--- src/split_timer_consts.svh ---
// register offsets, field positions and reset values of the split timer
`ifndef SPLIT_TIMER_CONSTS_SVH
`define SPLIT_TIMER_CONSTS_SVH
`define ADDR_RELOAD_LOW    8'hCA
`define ADDR_LOW_COUNTER   8'hCC
`define ADDR_RELOAD_HIGH   8'hCE
`define ADDR_HIGH_COUNTER  8'hCD
`define ADDR_CONTROL       8'hC8
`define ADDR_CLOCK_CTRL    8'hC9
`define ADDR_IRQ_STATUS    8'hCB
`define ADDR_IRQ_MASK      8'hCF
`define CTL_HIGH_FLAG      7
`define CTL_LOW_FLAG       6
`define CTL_LOW_IRQ_EN     5
`define CTL_CAPTURE_EN     4
`define CTL_SPLIT          3
`define CTL_RUN            2
`define CTL_EXT_CLK        0
`define CKC_HIGH_SEL       1
`define CKC_LOW_SEL        0
`define IRQ_HIGH           1
`define IRQ_LOW            0
`define BYTE_ZERO          8'h00
`define BYTE_MAX           8'hFF
`define SYS_DIV            12
`define EXT_DIV            8
`endif

--- src/split_timer_pkg.sv ---
// types of the split timer
package split_timer_pkg;
    typedef logic [7:0] byte_t;
    typedef enum logic [1:0] {
        SRC_SYS12 = 2'b00,
        SRC_EXT8  = 2'b01,
        SRC_SYS   = 2'b11
    } clk_src_t;
endpackage

--- src/tick_select.sv ---
// count-enable source for one 8-bit half
module tick_select (
    input  wire logic ref_clk,
    input  wire logic rst,
    input  wire logic fast_sel,
    input  wire logic ext_sel,
    input  wire logic sys12_tick,
    input  wire logic ext8_tick,
    output logic      tick
);
    import split_timer_pkg::*;
    clk_src_t src;
    always_comb begin
        if (fast_sel) begin
            src = SRC_SYS;
        end else if (ext_sel) begin
            src = SRC_EXT8;
        end else begin
            src = SRC_SYS12;
        end
    end
    always_ff @(posedge ref_clk or posedge rst) begin
        if (rst) begin
            tick <= 1'b0;
        end else begin
            case (src)
                SRC_SYS:  tick <= 1'b1;
                SRC_EXT8: tick <= ext8_tick;
                default:  tick <= sys12_tick;
            endcase
        end
    end
endmodule // tick_select

--- src/split_timer.sv ---
// split-mode timer: two 8-bit auto-reload counters with registers and interrupt
`include "split_timer_consts.svh"
module split_timer #(
    parameter int SYS_DIV = `SYS_DIV,
    parameter int EXT_DIV = `EXT_DIV
) (
    input  wire logic                 ref_clk,
    input  wire logic                 rst,
    input  wire logic                 ext_clk,
    input  wire logic [7:0]           addr,
    input  wire split_timer_pkg::byte_t wdata,
    input  wire logic                 wr_en,
    input  wire logic                 rd_en,
    output split_timer_pkg::byte_t    rdata,
    output logic                      irq
);
    import split_timer_pkg::*;

    byte_t      reload_low_ff;
    byte_t      reload_high_ff;
    byte_t      low_counter_ff;
    byte_t      high_counter_ff;
    byte_t      rdata_ff;
    logic       high_flag_ff;
    logic       low_flag_ff;
    logic       low_irq_en_ff;
    logic       capture_en_ff;
    logic       split_ff;
    logic       run_ff;
    logic       ext_sel_ff;
    logic       high_sel_ff;
    logic       low_sel_ff;
    logic [1:0] irq_status_ff;
    logic [1:0] irq_mask_ff;
    logic       irq_ff;
    logic [3:0] sys_div_ff;
    logic       sys12_tick_ff;
    logic       ext_meta_ff;
    logic       ext_sync_ff;
    logic       ext_prev_ff;
    logic [2:0] ext_div_ff;
    logic       ext8_tick_ff;
    logic       high_tick;
    logic       low_tick;
    logic       split_on;
    logic       high_ovf;
    logic       low_ovf;
    logic       wr_ctl;
    logic       wr_low_cnt;
    logic       wr_high_cnt;
    byte_t      control_value;
    byte_t      nxt_rdata;

    assign split_on = split_ff && !capture_en_ff;
    assign high_ovf = split_on && run_ff && high_tick && (high_counter_ff == `BYTE_MAX);
    assign low_ovf  = split_on && low_tick && (low_counter_ff == `BYTE_MAX);
    assign wr_ctl      = wr_en && (addr == `ADDR_CONTROL);
    assign wr_low_cnt  = wr_en && (addr == `ADDR_LOW_COUNTER);
    assign wr_high_cnt = wr_en && (addr == `ADDR_HIGH_COUNTER);

    // system clock divided down to a one-cycle enable
    always_ff @(posedge ref_clk or posedge rst) begin
        if (rst) begin
            sys_div_ff    <= 4'h0;
            sys12_tick_ff <= 1'b0;
        end else if (sys_div_ff == 4'(SYS_DIV - 1)) begin
            sys_div_ff    <= 4'h0;
            sys12_tick_ff <= 1'b1;
        end else begin
            sys_div_ff    <= sys_div_ff + 4'h1;
            sys12_tick_ff <= 1'b0;
        end
    end

    // external clock: two-stage sync, rising edge, then divide
    always_ff @(posedge ref_clk or posedge rst) begin
        if (rst) begin
            ext_meta_ff  <= 1'b0;
            ext_sync_ff  <= 1'b0;
            ext_prev_ff  <= 1'b0;
            ext_div_ff   <= 3'h0;
            ext8_tick_ff <= 1'b0;
        end else begin
            ext_meta_ff  <= ext_clk;
            ext_sync_ff  <= ext_meta_ff;
            ext_prev_ff  <= ext_sync_ff;
            ext8_tick_ff <= 1'b0;
            if (ext_sync_ff && !ext_prev_ff) begin
                if (ext_div_ff == 3'(EXT_DIV - 1)) begin
                    ext_div_ff   <= 3'h0;
                    ext8_tick_ff <= 1'b1;
                end else begin
                    ext_div_ff <= ext_div_ff + 3'h1;
                end
            end
        end
    end

    tick_select u_high_sel (
        .ref_clk    (ref_clk),
        .rst        (rst),
        .fast_sel   (high_sel_ff),
        .ext_sel    (ext_sel_ff),
        .sys12_tick (sys12_tick_ff),
        .ext8_tick  (ext8_tick_ff),
        .tick       (high_tick)
    );

    tick_select u_low_sel (
        .ref_clk    (ref_clk),
        .rst        (rst),
        .fast_sel   (low_sel_ff),
        .ext_sel    (ext_sel_ff),
        .sys12_tick (sys12_tick_ff),
        .ext8_tick  (ext8_tick_ff),
        .tick       (low_tick)
    );

    // reload and configuration registers
    always_ff @(posedge ref_clk or posedge rst) begin
        if (rst) begin
            reload_low_ff  <= `BYTE_ZERO;
            reload_high_ff <= `BYTE_ZERO;
            low_irq_en_ff  <= 1'b0;
            capture_en_ff  <= 1'b0;
            split_ff       <= 1'b0;
            run_ff         <= 1'b0;
            ext_sel_ff     <= 1'b0;
            high_sel_ff    <= 1'b0;
            low_sel_ff     <= 1'b0;
            irq_mask_ff    <= 2'h0;
        end else if (wr_en) begin
            if (addr == `ADDR_RELOAD_LOW) begin
                reload_low_ff <= wdata;
            end else if (addr == `ADDR_RELOAD_HIGH) begin
                reload_high_ff <= wdata;
            end else if (addr == `ADDR_CONTROL) begin
                low_irq_en_ff <= wdata[`CTL_LOW_IRQ_EN];
                capture_en_ff <= wdata[`CTL_CAPTURE_EN];
                split_ff      <= wdata[`CTL_SPLIT];
                run_ff        <= wdata[`CTL_RUN];
                ext_sel_ff    <= wdata[`CTL_EXT_CLK];
            end else if (addr == `ADDR_CLOCK_CTRL) begin
                high_sel_ff <= wdata[`CKC_HIGH_SEL];
                low_sel_ff  <= wdata[`CKC_LOW_SEL];
            end else if (addr == `ADDR_IRQ_MASK) begin
                irq_mask_ff <= wdata[1:0];
            end
        end
    end

    // low counter: overflow reloads, else counts; software write loses to hardware reload
    always_ff @(posedge ref_clk or posedge rst) begin
        if (rst) begin
            low_counter_ff <= `BYTE_ZERO;
        end else if (low_ovf) begin
            low_counter_ff <= reload_low_ff;
        end else if (wr_low_cnt) begin
            low_counter_ff <= wdata;
        end else if (split_on && low_tick) begin
            low_counter_ff <= low_counter_ff + 8'h01;
        end
    end

    always_ff @(posedge ref_clk or posedge rst) begin
        if (rst) begin
            high_counter_ff <= `BYTE_ZERO;
        end else if (high_ovf) begin
            high_counter_ff <= reload_high_ff;
        end else if (wr_high_cnt) begin
            high_counter_ff <= wdata;
        end else if (split_on && run_ff && high_tick) begin
            high_counter_ff <= high_counter_ff + 8'h01;
        end
    end

    // overflow flags: set wins over a software clear in the same cycle
    always_ff @(posedge ref_clk or posedge rst) begin
        if (rst) begin
            high_flag_ff <= 1'b0;
            low_flag_ff  <= 1'b0;
        end else begin
            if (high_ovf) begin
                high_flag_ff <= 1'b1;
            end else if (wr_ctl) begin
                high_flag_ff <= wdata[`CTL_HIGH_FLAG];
            end
            if (low_ovf) begin
                low_flag_ff <= 1'b1;
            end else if (wr_ctl) begin
                low_flag_ff <= wdata[`CTL_LOW_FLAG];
            end
        end
    end

    // sticky interrupt status, write one to clear, set wins
    always_ff @(posedge ref_clk or posedge rst) begin
        if (rst) begin
            irq_status_ff <= 2'h0;
        end else begin
            if (high_ovf) begin
                irq_status_ff[`IRQ_HIGH] <= 1'b1;
            end else if (wr_en && addr == `ADDR_IRQ_STATUS && wdata[`IRQ_HIGH]) begin
                irq_status_ff[`IRQ_HIGH] <= 1'b0;
            end
            if (low_ovf && low_irq_en_ff) begin
                irq_status_ff[`IRQ_LOW] <= 1'b1;
            end else if (wr_en && addr == `ADDR_IRQ_STATUS && wdata[`IRQ_LOW]) begin
                irq_status_ff[`IRQ_LOW] <= 1'b0;
            end
        end
    end

    always_ff @(posedge ref_clk or posedge rst) begin
        if (rst) begin
            irq_ff <= 1'b0;
        end else begin
            irq_ff <= |(irq_status_ff & irq_mask_ff);
        end
    end

    always_comb begin
        control_value = `BYTE_ZERO;
        control_value[`CTL_HIGH_FLAG]  = high_flag_ff;
        control_value[`CTL_LOW_FLAG]   = low_flag_ff;
        control_value[`CTL_LOW_IRQ_EN] = low_irq_en_ff;
        control_value[`CTL_CAPTURE_EN] = capture_en_ff;
        control_value[`CTL_SPLIT]      = split_ff;
        control_value[`CTL_RUN]        = run_ff;
        control_value[`CTL_EXT_CLK]    = ext_sel_ff;
    end

    always_comb begin
        nxt_rdata = `BYTE_ZERO;
        if (addr == `ADDR_RELOAD_LOW) begin
            nxt_rdata = reload_low_ff;
        end else if (addr == `ADDR_RELOAD_HIGH) begin
            nxt_rdata = reload_high_ff;
        end else if (addr == `ADDR_LOW_COUNTER) begin
            nxt_rdata = low_counter_ff;
        end else if (addr == `ADDR_HIGH_COUNTER) begin
            nxt_rdata = high_counter_ff;
        end else if (addr == `ADDR_CONTROL) begin
            nxt_rdata = control_value;
        end else if (addr == `ADDR_CLOCK_CTRL) begin
            nxt_rdata = {6'h00, high_sel_ff, low_sel_ff};
        end else if (addr == `ADDR_IRQ_STATUS) begin
            nxt_rdata = {6'h00, irq_status_ff};
        end else if (addr == `ADDR_IRQ_MASK) begin
            nxt_rdata = {6'h00, irq_mask_ff};
        end
    end

    // read data only in the cycle after the strobe, zero otherwise
    always_ff @(posedge ref_clk or posedge rst) begin
        if (rst) begin
            rdata_ff <= `BYTE_ZERO;
        end else if (rd_en) begin
            rdata_ff <= nxt_rdata;
        end else begin
            rdata_ff <= `BYTE_ZERO;
        end
    end

    assign rdata = rdata_ff;
    assign irq   = irq_ff;
endmodule // split_timer

--- config.mk ---
export PLATFORM = sky130hd
export DESIGN_NAME = split_timer
export DESIGN_NICKNAME = d
export VERILOG_FILES = /design/src/split_timer_pkg.sv /design/src/tick_select.sv /design/src/split_timer.sv
export VERILOG_INCLUDE_DIRS = /design/src
export SDC_FILE = /design/constraint.sdc
export NUM_CORES = 1
export LEC_CHECK = 0
export BUFFER_PORTS_ARGS = -buffer_cell sky130_fd_sc_hd__buf_4
export CAP_MARGIN = 0
export CORE_MARGIN = 2
export CORE_UTILIZATION = 54
export DETAILED_ROUTE_END_ITERATION = 16
export PLACE_DENSITY = 0.76
export SLEW_MARGIN = 20
export SYNTH_ARGS = -nofsm -noshare
export SYNTH_HDL_FRONTEND = slang
export SYNTH_SLANG_ARGS = --single-unit
--- constraint.sdc ---
create_clock -name ref_clk -period 1.9 [get_ports ref_clk]
set_input_delay 0.19 -clock ref_clk [delete_from_list [all_inputs] [get_ports ref_clk]]
set_output_delay 0.19 -clock ref_clk [all_outputs]
set_load 0.02 [all_outputs]
Yosys cells after proc, flatten, opt, wreduce, memory -nomap -nowiden --
Index checks and enable logic that the tools add are counted.
Operators by class: $mul 0, shift operators 0, equal/unequal tests 16, div/mod/pow operators 0, $add $sub $neg 4, bitwise gates (word level) 5, multiplexer cells 33, order comparisons 0, reduce and logical (&&, ||, !) cells 28
Operators by type and width (number):
- two-way mux 8 bit | 12
- == test 8 bit, second input constant | 10
- adder 8 x 1 -> 8 bit, second input constant | 2
- logical AND 1 bit | 14
- two-way mux 1 bit | 12
- two-way mux 2 bit | 5
- nonzero test 2 bit | 4
- AND reduction 6 bit | 1
- nonzero test 3 bit | 2
- AND reduction 5 bit | 1
- adder 4 x 1 -> 4 bit, second input constant | 1
- == test 2 x 1 -> 1 bit, second input constant | 2
- == test 2 bit, second input constant | 2
- == test 4 bit, second input constant | 1
- two-way mux 4 bit | 1
- NOT 1 bit | 4
- one-hot mux 1 bit (2 select lines) | 2
- AND reduction 4 bit | 1
- adder 3 x 1 -> 3 bit, second input constant | 1
- == test 3 bit, second input constant | 1
- two-way mux 3 bit | 1
- AND reduction 3 bit | 1
- bitwise AND 2 bit | 1
- logical NOT 1 bit | 2
- 2 further kinds | 2
Word-level totals: bits of input ports 21, bits in registers 68, memories 0, output and inout port bits 9, bits in latches 0, bits in read-only memories 0, word-level logic and storage cells 113, memory bits (writable) 0

Logic depth before layout (Yosys ltp) --
Gate-level depths: netlist of the first run.
depth after elaboration 10, depth in mapped cells 8, depth with buffers taken out 6

Hierarchy --
Synthesis of the first run repeated with hierarchy kept, for this count alone.
Second synthesis, totals: cell total of the unflattened synthesis 370, area total of the unflattened synthesis 3649.8 µm²
Modules (own cells, without submodules):
- split_timer | cells each 362, instances 1, area each 3562.2 µm², sequential area each 1651.6 µm²
- tick_select | cells each 4, instances 2, area each 43.8 µm², sequential area each 25.0 µm²

Worst setup path before layout of the first run --
No wires, ideal clock.
kind reg-to-reg, from register low_counter_ff[0], to register low_counter_ff[5], buffers on the path 1, cell stages (with the launch flop) 8, arrival 1.593 ns, path slack 0.181 ns, clock period less this slack 1.719 ns, library setup time 0.126 ns, data required time 1.774 ns, cells stage by stage dfrtp_1 > ha_1 > nand3_1 > or3_1 > clkbuf_1 > o21ai_0 > a211oi_2 > a221o_1
On the way: cells in the longest elaborated chain, start to end 4, elaborated cells on any way between the ends 7, classes of those cells add/sub: 1; eq/ne: 1; mux: 3; reduce/logical: 2
RTL lines:
- start, declared | line split_timer.sv:21 | byte_t low_counter_ff;
- start signal, assigned | line split_timer.sv:155 | low_counter_ff <= `BYTE_ZERO;
- start signal, assigned | line split_timer.sv:157 | low_counter_ff <= reload_low_ff;
- start signal, assigned | line split_timer.sv:159 | low_counter_ff <= wdata;
- adder 8 x 1 -> 8 bit | line split_timer.sv:161 | low_counter_ff <= low_counter_ff + 8'h01;
- two-way mux 8 bit | line split_timer.sv:160 | end else if (split_on && low_tick) begin
- two-way mux 8 bit | line split_timer.sv:158 | end else if (wr_low_cnt) begin
- two-way mux 8 bit | line split_timer.sv:156 | end else if (low_ovf) begin
Several ways; a longest one is shown, not always the timed one. The select of a mux whose other input is x is not followed. A chain may end at the register's enable or synchronous reset.

Final worst setup path of the first run --
from register high_counter_ff[0], to register high_counter_ff[3]
On the way: cells in the longest elaborated chain, start to end 4, elaborated cells on any way between the ends 7, classes of those cells add/sub: 1; eq/ne: 1; mux: 3; reduce/logical: 2
RTL lines:
- start, declared | line split_timer.sv:22 | byte_t high_counter_ff;
- start signal, assigned | line split_timer.sv:167 | high_counter_ff <= `BYTE_ZERO;
- start signal, assigned | line split_timer.sv:169 | high_counter_ff <= reload_high_ff;
- start signal, assigned | line split_timer.sv:171 | high_counter_ff <= wdata;
- adder 8 x 1 -> 8 bit | line split_timer.sv:173 | high_counter_ff <= high_counter_ff + 8'h01;
- two-way mux 8 bit | line split_timer.sv:172 | end else if (split_on && run_ff && high_tick) begin
- two-way mux 8 bit | line split_timer.sv:170 | end else if (wr_high_cnt) begin
- two-way mux 8 bit | line split_timer.sv:168 | end else if (high_ovf) begin
Several ways; a longest one is shown, not always the timed one. The select of a mux whose other input is x is not followed.

==> results.md, run 1 <==
Synthesis:
- The number of enable-type register cells in the synthesized netlist is 0.
- Yosys attributes the largest share of cell area to dfrtp_1 47%, mux2_2 7.8%, nand2_1 3.8%.
- The area share of the largest cell type after synthesis is 47.3%.
- Summed over all instances, the cell type with the most area after synthesis is dfrtp_1.
- The commonest cells after synthesis are 68 x dfrtp_1, 36 x nand2_1, 34 x nor2_1.
- Among all cell types in the netlist, the one instantiated most often is dfrtp_1.
- The most frequently used flop master after synthesis is dfrtp_1.
- The post-synth net total is 382.
- Counting every instance in the synthesized netlist gives ~360.
- For this run, the register share of the synthesized area comes to ~47%.
- During synthesis, Yosys emitted a total of 0 warnings.
- Each instance of the synthesized netlist takes up on average 10.1 sq um.
- In the synthesized netlist the async set-or-reset flop fraction comes to 100%.
- The total of flip-flops plus latches after synthesis is 68.
- Yosys mapped the design onto 51 distinct sky130hd cell types.
- Summing every instance area after synthesis gives between 0.003 and 0.004 sq mm.

Worst setup path:
- Broken down by cell family, the worst path's largest delay share belongs to simple AND/OR/NAND/NOR gates.
- Traced cell by cell, the critical path runs through ha_1, and2_1, nand2_1, or3_1, o211ai_1, a31oi_1.
- The buffers plus inverters on the worst setup path is 0.
- The endpoint required time on the critical path is 2090 ps.
- The startpoint type of the worst setup path is a register.
- In this design, the stage delay of the slowest critical-path cell is roughly 480 ps.
- The arrival time of data at the critical path endpoint is 1990 ps.
- The worst setup path is captured at a register.
- For this design, the slowest cell found on the critical path is or3_1.
- The type of the worst setup path is register to register.
- The maximum fanout along the worst path is 7.
- The critical register-to-register path startpoint is high_counter_ff[0]$_DFFE_PP0P_.
- The worst setup path startpoint is high_counter_ff[0]$_DFFE_PP0P_.

Floorplan:
- The total core area is 0.00639 sq mm.
- The die is 85.6 um tall.
- The die covers approximately 0.0073 sq mm.
- The floorplan has 29 rows.
- From left edge to right edge, the die measures between 80 and 90 um.
- Once the floorplan was initialized, standard cells occupied 56.3% of the core.
- Pin placement for this block handled 30 I/O pins.

Flow run:
- The tool flagged a number of max-cap violations equal to 0.

Power and ir drop:
- The total power divided by cell area is 751 mW/mm^2.
- The peak supply drop is about 0.85 mV.
- The leakage power total is roughly 1.9 nW.

Cells and area:
- The net count of the finished layout is 421.
- Summing all non-filler instances in the final layout gives an area of 0.00416 sq mm.
- The fraction of final layout cells sized beyond drive strength 1 is 23.6%.
- The area growth from synthesis to layout is 15.7%.
- The number of antenna diodes in the final layout is 0.

Clocking:
- After clock tree synthesis, the setup repair step added 0 buffers.
- The cell sitting at the root of the clock tree is a clkbuf_8.
- TritonCTS built the clock tree.
- The clock tree synthesis step divided the H-tree into 3 levels.
- The number of clock buffers added by TritonCTS is 9.
- The tree built by TritonCTS fans out to 68 sinks.
- The clock input transition at the sequential cells of the worst setup and hold paths is 70 ps.
- At the later pin of the worst-skew pair, clock insertion delay measures 340 ps.
- The clock tree buffer depth is 2.

STA:
- The final-report max-slew violation count was 0.
- For the final routed database, the setup TNS stands at 0 ps.
- Dividing the final minimum period by the clock period gives 94.5%.
- The worst-margin pin slew is roughly 440 ps.
- Between clock sinks in the finished design, the worst skew comes to between 8 and 9 ps.
- The hold violation total from the final report is 0.
- Setup repair after global routing left no endpoint under its margin.
- The final critical path time including I/O delays and setup is 1800 ps.
- For this run, the top clock speed supported by timing is 557 MHz.
- The worst relative slew slack is a little over two thirds.
- The tightest hold path in the finished design has a slack of 88.3 ps.
- Setup violations remaining at the end of the flow were counted as 0.

Drt:
- The wire length per cell is 18.2 um.
- The total wire length is 8.63 mm.
- For this block, the initial DRC count from the detailed router was 227.
- The count of nets left with antenna violations once routing finished came out at 0.
- Using the TritonRoute via totals, the vias-per-cell ratio works out to ~6.
- The count of unresolved DRC violations after routing is 0.
- Across all layers, the routed design uses 2930 vias.
- The first TritonRoute pass finished after 5 iterations.

Global routing:
- The global routing stage identified its most utilized layer as met2.
- The pin count of the biggest net entering global routing is 69.
- The first global-routing pass estimated approximately 15 mm of wire.
- The initial antenna violation count is 0.
- Global routing consumed, on the met3 layer, between 5 and 6% of the routing resources.
- The total congestion overflow after global routing is 0.
- Global routing used 25.7% of the available tracks.
- For this run, global-route usage on met2 was measured as 40.3%.
- The via count of the first global-routing pass is 2889.
- The met1 track utilization from global routing is between 30% and 40%.

Status:
- The flow ran to the end, and the final reports show no timing, DRC or antenna violations.

Placed design:
- Summed over all nets, the half-perimeter wirelength after detailed placement is ~6.3 mm.
- In this run the cell area measured after placement is 0.00395 sq mm.
- The number of buffers added on ports is 29.
- At the end of routability-driven placement, the weighted congestion stood at roughly 0.88.

Worst hold path:
- The worst hold path begins at rd_en.
- In this run the worst hold path is classified as input port to register.
[flip-flops by register name, indices dropped and copies added (netlist names), 3 cells and up]
signal and flops:
ext_div_ff 3, reload_high_ff 8, rdata 8, sys_div_ff 4
reload_low_ff 8, high_counter_ff 8, low_counter_ff 8
[through the flow]
step           cells  total power, mW  setup slack [ps]  utilization (%)
2_1_floorplan    356             1.84               181                -
3_3_place_gp     459             1.96               132             61.9
3_5_place_dp     459             1.98               101             61.9
4_1_cts          475             3.15               101             65.1
5_1_grt          475             3.28              26.8             65.2
6_report         475             3.13               104             65.2
[power breakdown]
part           internal [mW]  switching [mW]  total, mW
clock network          0.662           0.510       1.17
logic                  0.165           0.183      0.348
registers               1.53          0.0749       1.61
[worst register-to-register path, cell delays in order (launching register included)]
cell and delay, ps:
dfrtp_1 440, ha_1 220, and2_1 180, nand2_1 70
or3_1 480, o211ai_1 140, a31oi_1 110
[placed cells by master, fill, tap and decap left out, types with 2 or more instances in the layout]
master	netlist	routed
dfrtp_1	68	68
mux2_1	4	4
o22ai_1	2	2
ha_1	5	4
a211o_1	3	3
nand2_1	36	36
a221o_1	2	2
a22o_1	2	2
a31oi_1	8	8
nor3_1	4	4
nand4_1	4	4
o211ai_1	4	4
a221oi_1	2	2
xor2_1	8	8
or3_1	2	2
a211oi_1	5	5
clkbuf_8	0	11
buf_4	0	45
and3_1	3	3
nand2b_1	5	5
nand3_1	24	24
a22oi_1	4	4
dlygate4sd3_1	0	2
nor2b_1	5	5
nor2_1	34	34
inv_1	4	3
mux2_2	25	25
a21o_1	3	3
mux2i_1	12	12
a21oi_1	6	6
xnor2_1	4	4
nand3b_1	2	2
and2_1	2	2
o2111ai_1	2	2
o21ai_0	20	20
o21ai_1	8	8
[cell families (layout without fill, tap and decap cells)]
| kind of cell | Yosys count | after routing | share of synthesized area, % |
|---|---|---|---|
| AND/OR/NAND/NOR | 127 | 127 | 17.8 |
| multiplexers | 41 | 41 | 12.4 |
| adder cells (fa/ha/maj) | 5 | 5 | 1.74 |
| buffers and inverters | 25 | 67 | 3.44 |
| flip-flops | 68 | 68 | 47.3 |
| XOR/XNOR | 12 | 12 | 2.92 |
| AO/OA/AOI/OAI | 78 | 78 | 14.4 |
[cell type report]
class                           instances  area, sq um
Multi-Input combinational cell        263         1770
Sequential cell                        68         1700
Inverter                                5         22.5
Tap cell                               77         96.3
Clock buffer                           12          155
Clock inverter                          2         35.0
Timing Repair Buffer                   48          378
Fill cell                             542         2220
[path summary, 6_finish.rpt]
| kind | endpoint | slack (ps) | cells after the start |
|---|---|---|---|
| setup / recovery | high_counter_ff[3]$_DFFE_PP0P_ | 100 | 6 |
| setup reg to reg | high_counter_ff[3]$_DFFE_PP0P_ | 100 | 6 |
| max in group asynchronous | rdata[4]$_DFF_PP0_ | 1100 | 4 |
| hold / removal | rdata[0]$_DFF_PP0_ | 90 | 3 |
| min in group asynchronous | ext_div_ff[2]$_DFFE_PP0P_ | 500 | 4 |
| hold reg to reg | ext_prev_ff$_DFF_PP0_ | 370 | 0 |
[repair_timing]
item                                    4_1_cts  5_1_grt
hold buffers                                  2        0
hold endpoints to repair                     69        0
resized for setup                             0        1
endpoints found under the setup margin        0        2
[layer usage]
metal	part of all wire, %	vias up
met2	47	100
met1	45	1452
met4	1.7	0
met3	6.3	13
li1	-	1365
met5	0	-
Note: power is estimated with default switching activity, not from simulation.
==> inputs of run 2 (changes only) <==
Settings changed: ABC_CLOCK_PERIOD_IN_PS set to 1900, RECOVER_POWER set to 50.
==> run 2 against run 1 <==
First-iteration DRC count shrank 14%. Combinational power shrank 1%. Register-to-register slack is essentially flat. Via count grew 1.5%. Clock skew grew 0.71 ps. Critical path type unchanged. Sequential cell count is the same. Largest cell class unchanged. Die area is the same. Maximum frequency grew 0.42%. Global-route usage is the same. Hold slack is essentially flat. Sequential power is essentially flat.
==> results.md, run 2 (synthesis results as in run 1) <==
Status:
- The flow ran to the end, and the final reports show no timing, DRC or antenna violations.

STA:
- The maximum clock frequency is 559 MHz (+0.42%).
- The final number of setup-violating endpoints is 0 (unchanged).
- Setup repair after global routing left no endpoint under its margin.
- The worst-margin pin slew came to 906 ps (+464 ps).
- The worst relative slew slack is 39.6% (-31 points).
- The final critical path time including I/O delays and setup is 1790 ps (-7.43 ps).
- The hold violation total from the final report is 0 (unchanged).
- The final worst setup slack was 112 ps (+7.43 ps).
- The largest clock skew in the final design came to 9.52 ps (+0.709 ps).
- The final-report max-slew violation count is 0 (unchanged).
- The sum of negative setup slack came to 0 ps (unchanged).
- The share of the clock period used by the worst path after layout is 94.1% (-0.39 points).

Drt:
- The residual antenna-violating net count after detailed routing was 0 (unchanged).
- The iteration-0 DRC count of the detailed router is 196 (-14%).
- The count of TritonRoute iterations in the first routing pass is 5 (unchanged).
- The wire length per cell is 18.2 um (+0.28%).
- The count of unresolved DRC violations after routing is 0 (unchanged).
- The number of vias in the routed layout is 2973 (+1.5%).
- The total wire length is 8.66 mm (+0.28%).
- The detailed-route vias per instance came to 6.26 (+1.5%).

Cells and area:
- The count of inserted antenna diode cells came to 0 (unchanged).
- Leaving out fill and tap cells, the most frequent cell in the layout is dfrtp_1.
- The number of standard cells in the final layout excluding fillers came to 475 (unchanged).
- The area of all placed cells without fillers is 0.00415 sq mm (-0.39%).
- The net count of the finished layout is 421 (unchanged).
- The area growth from synthesis to layout is 15.3%.
- The library cells used most frequently in the layout, excluding fill and tap cells, are 68 x dfrtp_1, 43 x buf_4, 36 x nand2_1.
- The fraction of final layout cells sized beyond drive strength 1 is 23.4% (-0.25 points).

Placed design:
- The number of buffers added on ports is 29 (unchanged).
- The worst slack after detailed placement was 101 ps (unchanged).
- The global placer's final weighted congestion is 0.883 (unchanged).
- The post-placement cell area was 0.00395 sq mm (unchanged).
- The number of placed cells counting well taps came to 459 (unchanged).
- The post-DP HPWL is 6.31 mm (unchanged).

Worst setup path:
- The worst setup path is launched from a register.
- The maximum fanout along the worst path is 7 (unchanged).
- Walking the worst path, the cells encountered are ha_1, and2_1, nand2_1, or3_1, o211ai_1, a31oi_1.
- The library cell contributing the largest single delay on the critical path is or3_1.
- The worst setup path is of the register to register kind.
- The arrival time of data at the critical path endpoint is 1980 ps (about the same).
- The largest incremental delay on the critical path is 480 ps (about the same).
- STA classifies the critical path endpoint as a register.
- The endpoint required time on the critical path is 2090 ps (about the same).

Global routing:
- The global-route usage over all layers is 25.7% (unchanged).
- The initial antenna violation count is 0 (unchanged).
- The via count of the first global-routing pass is 2889 (unchanged).
- The pin count of the biggest net entering global routing was 69 (unchanged).
- The total congestion overflow after global routing was 0 (unchanged).
- The first-pass GRT wire length is 14.5 mm (unchanged).

Worst hold path:
- The worst min-delay path class is input port to register.

Clocking:
- The clock network latency to the later pin of the worst-skew pair is 340 ps (about the same).
- The clock sink total was 68 (unchanged).
- The clock tree buffer depth is 2 (unchanged).
- The clock input transition at the sequential cells of the worst setup and hold paths came to 70 ps (about the same).
- The total CTS buffers came to 9 (unchanged).
- The clock root buffer master is clkbuf_8.
- The post-CTS setup-driven buffer insertion count is 0 (unchanged).
- The level count of the clock H-tree is 3 (unchanged).
- TritonCTS built the clock tree.

Power and ir drop:
- The peak supply drop is 0.841 mV (-0.51%).
- The total power divided by cell area was 754 mW/mm^2 (+0.33%).
- The leakage power total is 1.91 nW (-0.45%).

Floorplan:
- The site row count is 29 (unchanged).
- The die span in x is 85.6 um (unchanged).
- The chip height is 85.6 um (unchanged).
- The die outline area is 0.00733 sq mm (unchanged).
- The starting density of the core was 56.3% (unchanged).
- The total core area is 0.00639 sq mm (unchanged).
- The total I/O pin count is 30 (unchanged).

Flow run:
- The number of max-cap violations is 0 (unchanged).
## run 2: final cells by class
class / count / area (sq um)
fillers: 542 / 2240
clock inverters: 2 / 35.0
clock buffers: 12 / 155
flip-flops and latches: 68 / 1700
multi-input cells: 263 / 1770
repair buffers: 48 / 362
inverters: 5 / 22.5
well taps: 77 / 96.3
## run 2: what timing repair did
action                                 4_1_cts  5_1_grt
hold buffers                                 2        0
resized for setup                            0        1
setup endpoints to repair                    0        2
endpoints found under the hold margin       69        0
## run 2: worst paths after layout
kind	slack [ps]	endpoint	start	cells after the start
worst max-delay path	110	high_counter_ff[3]$_DFFE_PP0P_	high_counter_ff[0]$_DFFE_PP0P_	6
worst min-delay path	90	rdata[0]$_DFF_PP0_	rd_en	3
worst max register to register	110	high_counter_ff[3]$_DFFE_PP0P_	high_counter_ff[0]$_DFFE_PP0P_	6
worst min register to register	370	ext_prev_ff$_DFF_PP0_	ext_sync_ff$_DFF_PP0_	0
max in group asynchronous	590	reload_low_ff[0]$_DFFE_PP0P_	rst	4
min in group asynchronous	730	ext_div_ff[2]$_DFFE_PP0P_	rst	4
## run 2: layer usage
metal  track usage, %  wire [um]  vias to the layer above
li1                 -          -                     1362
met1             36.1       3800                     1477
met2             40.3       4110                      122
met3             5.87        608                       12
met4             7.22        136                        0
met5                0          0                        -
## run 2: report_power, final
group	leakage (nW)	switching (mW)	internal [mW]	total, mW
clock	0.0983	0.513	0.662	1.18
combinational	0.943	0.183	0.161	0.343
sequential	0.871	0.0751	1.53	1.61
total	1.91	0.771	2.36	3.13
## run 2: critical path: cells and delay by family (launching register included)
family	cells	cell delay, ps
flops	1	440
fa+ha+maj	1	220
simple gates	3	720
compound gates	2	250
## run 2: per-stage QoR
stage	util [%]	hold WS (ps)	power, mW
floorplan	-	221	1.84
global placement	61.9	300	1.96
detailed placement	61.9	303	1.98
CTS	65.1	77.6	3.15
global route	64.9	85.7	3.27
finish	64.9	88.0	3.13
==> inputs of run 3 (changes only) <==
Settings changed: CORE_ASPECT_RATIO set to 1.25.
==> run 3 against run 2 <==
Non-clock buffer count grew 4. Largest power group unchanged. Core utilization shrank 1.3 points. Combinational power grew 8.5%. Wire length grew 1.3%. Final cell count grew 2.7%. Sequential cell count is the same.
==> results.md, run 3 (synthesis results as in run 1) <==
Worst hold path:
- The worst hold path belongs to the class input port to register.
- In this run the most critical hold path is launched from rd_en.

Worst setup path:
- The buffers plus inverters on the worst setup path is 0 (unchanged).
- The critical path is of the register to register type.
- The worst setup path startpoint is high_counter_ff[0]$_DFFE_PP0P_.
- The maximum fanout along the worst path was 7 (unchanged).
- The arrival time of data at the critical path endpoint is 1900 ps (-80 ps).
- The endpoint required time on the critical path was 2100 ps (about the same).
- The largest incremental delay on the critical path was 490 ps (about the same).
- The largest individual stage delay along the critical path comes from the cell or3_1.
- The critical register-to-register path startpoint is high_counter_ff[0]$_DFFE_PP0P_.
- The signal on the critical path passes through ha_1, and2_1, nand2_1, or3_1, o22ai_1, a21oi_1.
- STA classifies the critical path endpoint as a register.
- STA classifies the critical path startpoint as a register.
- The kind of cell with the highest combined delay along the critical path is simple AND/OR/NAND/NOR gates.

Global routing:
- The global-route usage over all layers was 25.8% (+0.18 points).
- The total congestion overflow after global routing is 0 (unchanged).
- The first-pass GRT wire length is 14.4 mm (-1.0%).
- The via count of the first global-routing pass is 2987 (+3.4%).
- The pin count of the biggest net entering global routing came to 69 (unchanged).
- The initial antenna violation count is 0 (unchanged).

STA:
- The worst-margin pin slew was 925 ps (+19.0 ps).
- The largest clock skew in the final design is 7.17 ps (-2.35 ps).
- The final hold slack was 104 ps (+16.0 ps).
- The share of the clock period used by the worst path after layout is 89.1% (-5.1 points).
- The maximum clock frequency is 591 MHz (+5.7%).
- The final critical path time including I/O delays and setup is 1690 ps (-96.5 ps).
- Setup repair after global routing left no endpoint under its margin.
- The sum of negative setup slack came to 0 ps (unchanged).
- The worst relative slew slack is 38.3% (-1.3 points).
- The hold violation total from the final report is 0 (unchanged).
- The final-report max-slew violation count came to 0 (unchanged).
- The final number of setup-violating endpoints is 0 (unchanged).

Clocking:
- The clock root buffer master is clkbuf_8.
- The clock tree buffer depth was 2 (unchanged).
- The level count of the clock H-tree was 3 (unchanged).
- The total CTS buffers is 9 (unchanged).
- TritonCTS built the clock tree.
- The clock sink total is 68 (unchanged).
- The clock network latency to the later pin of the worst-skew pair came to 330 ps (about the same).
- The clock input transition at the sequential cells of the worst setup and hold paths came to 70 ps (about the same).
- The post-CTS setup-driven buffer insertion count was 0 (unchanged).

Power and ir drop:
- The portion of total power attributed to combinational logic is 12.8% (+1.8 points).
- The power spent charging and discharging nets was 761 uW (-1.3%).
- The peak supply drop is 0.841 mV (about the same).
- The fraction of power spent switching nets is 26.1% (+1.5 points).
- The leakage power total came to 1.91 nW (about the same).
- The total power divided by cell area was 701 mW/mm^2 (-7.0%).
- The sum of internal, switching and leakage power came to 2.91 mW (-6.8%).
- The share of total power in the clock network came to 32.3% (-5.3 points).
- The sequential share of power was 54.9% (+3.5 points).
- The internal power contribution is 2.15 mW (-8.6%).

Floorplan:
- The chip height is 95.3 um (+11%).
- The starting density of the core came to 55.1% (-1.2 points).
- The site row count is 33 (+14%).
- The total I/O pin count is 30 (unchanged).
- The total core area was 0.00652 sq mm (+2.2%).
- The die span in x is 77 um (-10%).
- The die outline area is 0.00733 sq mm (about the same).

Cells and area:
- Compared with the post-synthesis result, the final layout area differs by 15.5%.
- The area of all placed cells without fillers was 0.00415 sq mm (+0.18%).
- The number of fillers in the final layout is 559 (+3.1%).
- The multi-input logic area is 0.00177 sq mm (-0.14%).
- The most common library cell in the layout ignoring fill and taps is dfrtp_1.
- The core occupancy in the finished layout is 63.7% (-1.3 points).
- The fraction of final layout cells sized beyond drive strength 1 is 23.7% (+0.32 points).
- The storage element area is 0.00170 sq mm (unchanged).
- In the layout the commonest cells are 68 x dfrtp_1, 46 x buf_4, 36 x nand2_1.
- The net count of the finished layout is 425 (+0.95%).
- The count of inserted antenna diode cells is 0 (unchanged).

Drt:
- The count of unresolved DRC violations after routing is 0 (unchanged).
- The wire length per cell is 18.0 um (-1.4%).
- The detailed-route vias per instance is 6.08 (-2.9%).
- The iteration-0 DRC count of the detailed router is 248 (+27%).
- The residual antenna-violating net count after detailed routing came to 0 (unchanged).
- The total wire length came to 8.77 mm (+1.3%).
- The number of vias in the routed layout was 2967 (-0.20%).
- The count of TritonRoute iterations in the first routing pass is 4 (-1).

Flow run:
- The number of max-cap violations is 0 (unchanged).

Placed design:
- The global placer's final weighted congestion was 0.967 (+9.5%).
- The number of buffers added on ports is 29 (unchanged).
- The post-DP HPWL came to 6.45 mm (+2.2%).
- The post-placement cell area is 0.00401 sq mm (+1.4%).

Status:
- The flow ran to the end, and the final reports show no timing, DRC or antenna violations.
## run 3: layout make-up
type | instances | share of cell area [%]
well taps | 87 | 2.62
flip-flops and latches | 68 | 41.0
multi-input cells | 263 | 42.7
clock buffers | 10 | 3.07
repair buffers | 52 | 9.73
inverters | 5 | 0.542
clock inverters | 3 | 0.422
## run 3: tightest hold or removal path: stages
cell and delay, ps:
buf_4 110, nand2_1 50, a31oi_1 40
## run 3: final timing paths
kind / end / slack, ps / cells after the start
hold / removal: rdata[0]$_DFF_PP0_ / 100 / 3
setup reg to reg: high_counter_ff[0]$_DFFE_PP0P_ / 210 / 6
hold reg to reg: ext_sync_ff$_DFF_PP0_ / 350 / 0
min in group asynchronous: ext_meta_ff$_DFF_PP0_ / 710 / 4
setup / recovery: high_counter_ff[0]$_DFFE_PP0P_ / 210 / 6
max in group asynchronous: low_counter_ff[1]$_DFFE_PP0P_ / 570 / 4
## run 3: metal layers
| layer | part of all wire (%) | wire [um] | track usage, % | vias to the layer above |
|---|---|---|---|---|
| li1 | - | - | - | 1370 |
| met4 | 5.2 | 453 | 16.5 | 0 |
| met1 | 40 | 3510 | 29.7 | 1438 |
| met3 | 5.5 | 484 | 4.92 | 38 |
| met2 | 49 | 4310 | 44.7 | 121 |
| met5 | 0 | 0 | 0 | - |
## run 3: power by group through the flow
stage / combinational (mW) / sequential (mW) / clock (mW)
after CTS: 0.377 / 1.60 / 0.963
after global placement: 0.356 / 1.62 / 0
after floorplan: 0.227 / 1.61 / 0
after detailed placement: 0.374 / 1.63 / 0
final: 0.372 / 1.60 / 0.941
after global routing: 0.416 / 1.61 / 1.03
## run 3: metrics by stage
step	setup slack, ps	std cells
finish	208	488
global route	68.1	488
CTS	204	488
detailed placement	157	473
global placement	178	473
floorplan	181	356
## run 3: timing repair
action / in CTS / in global routing
resized for setup: 0 / 0
endpoints found under the hold margin: 69 / 0
hold buffers: 2 / 0
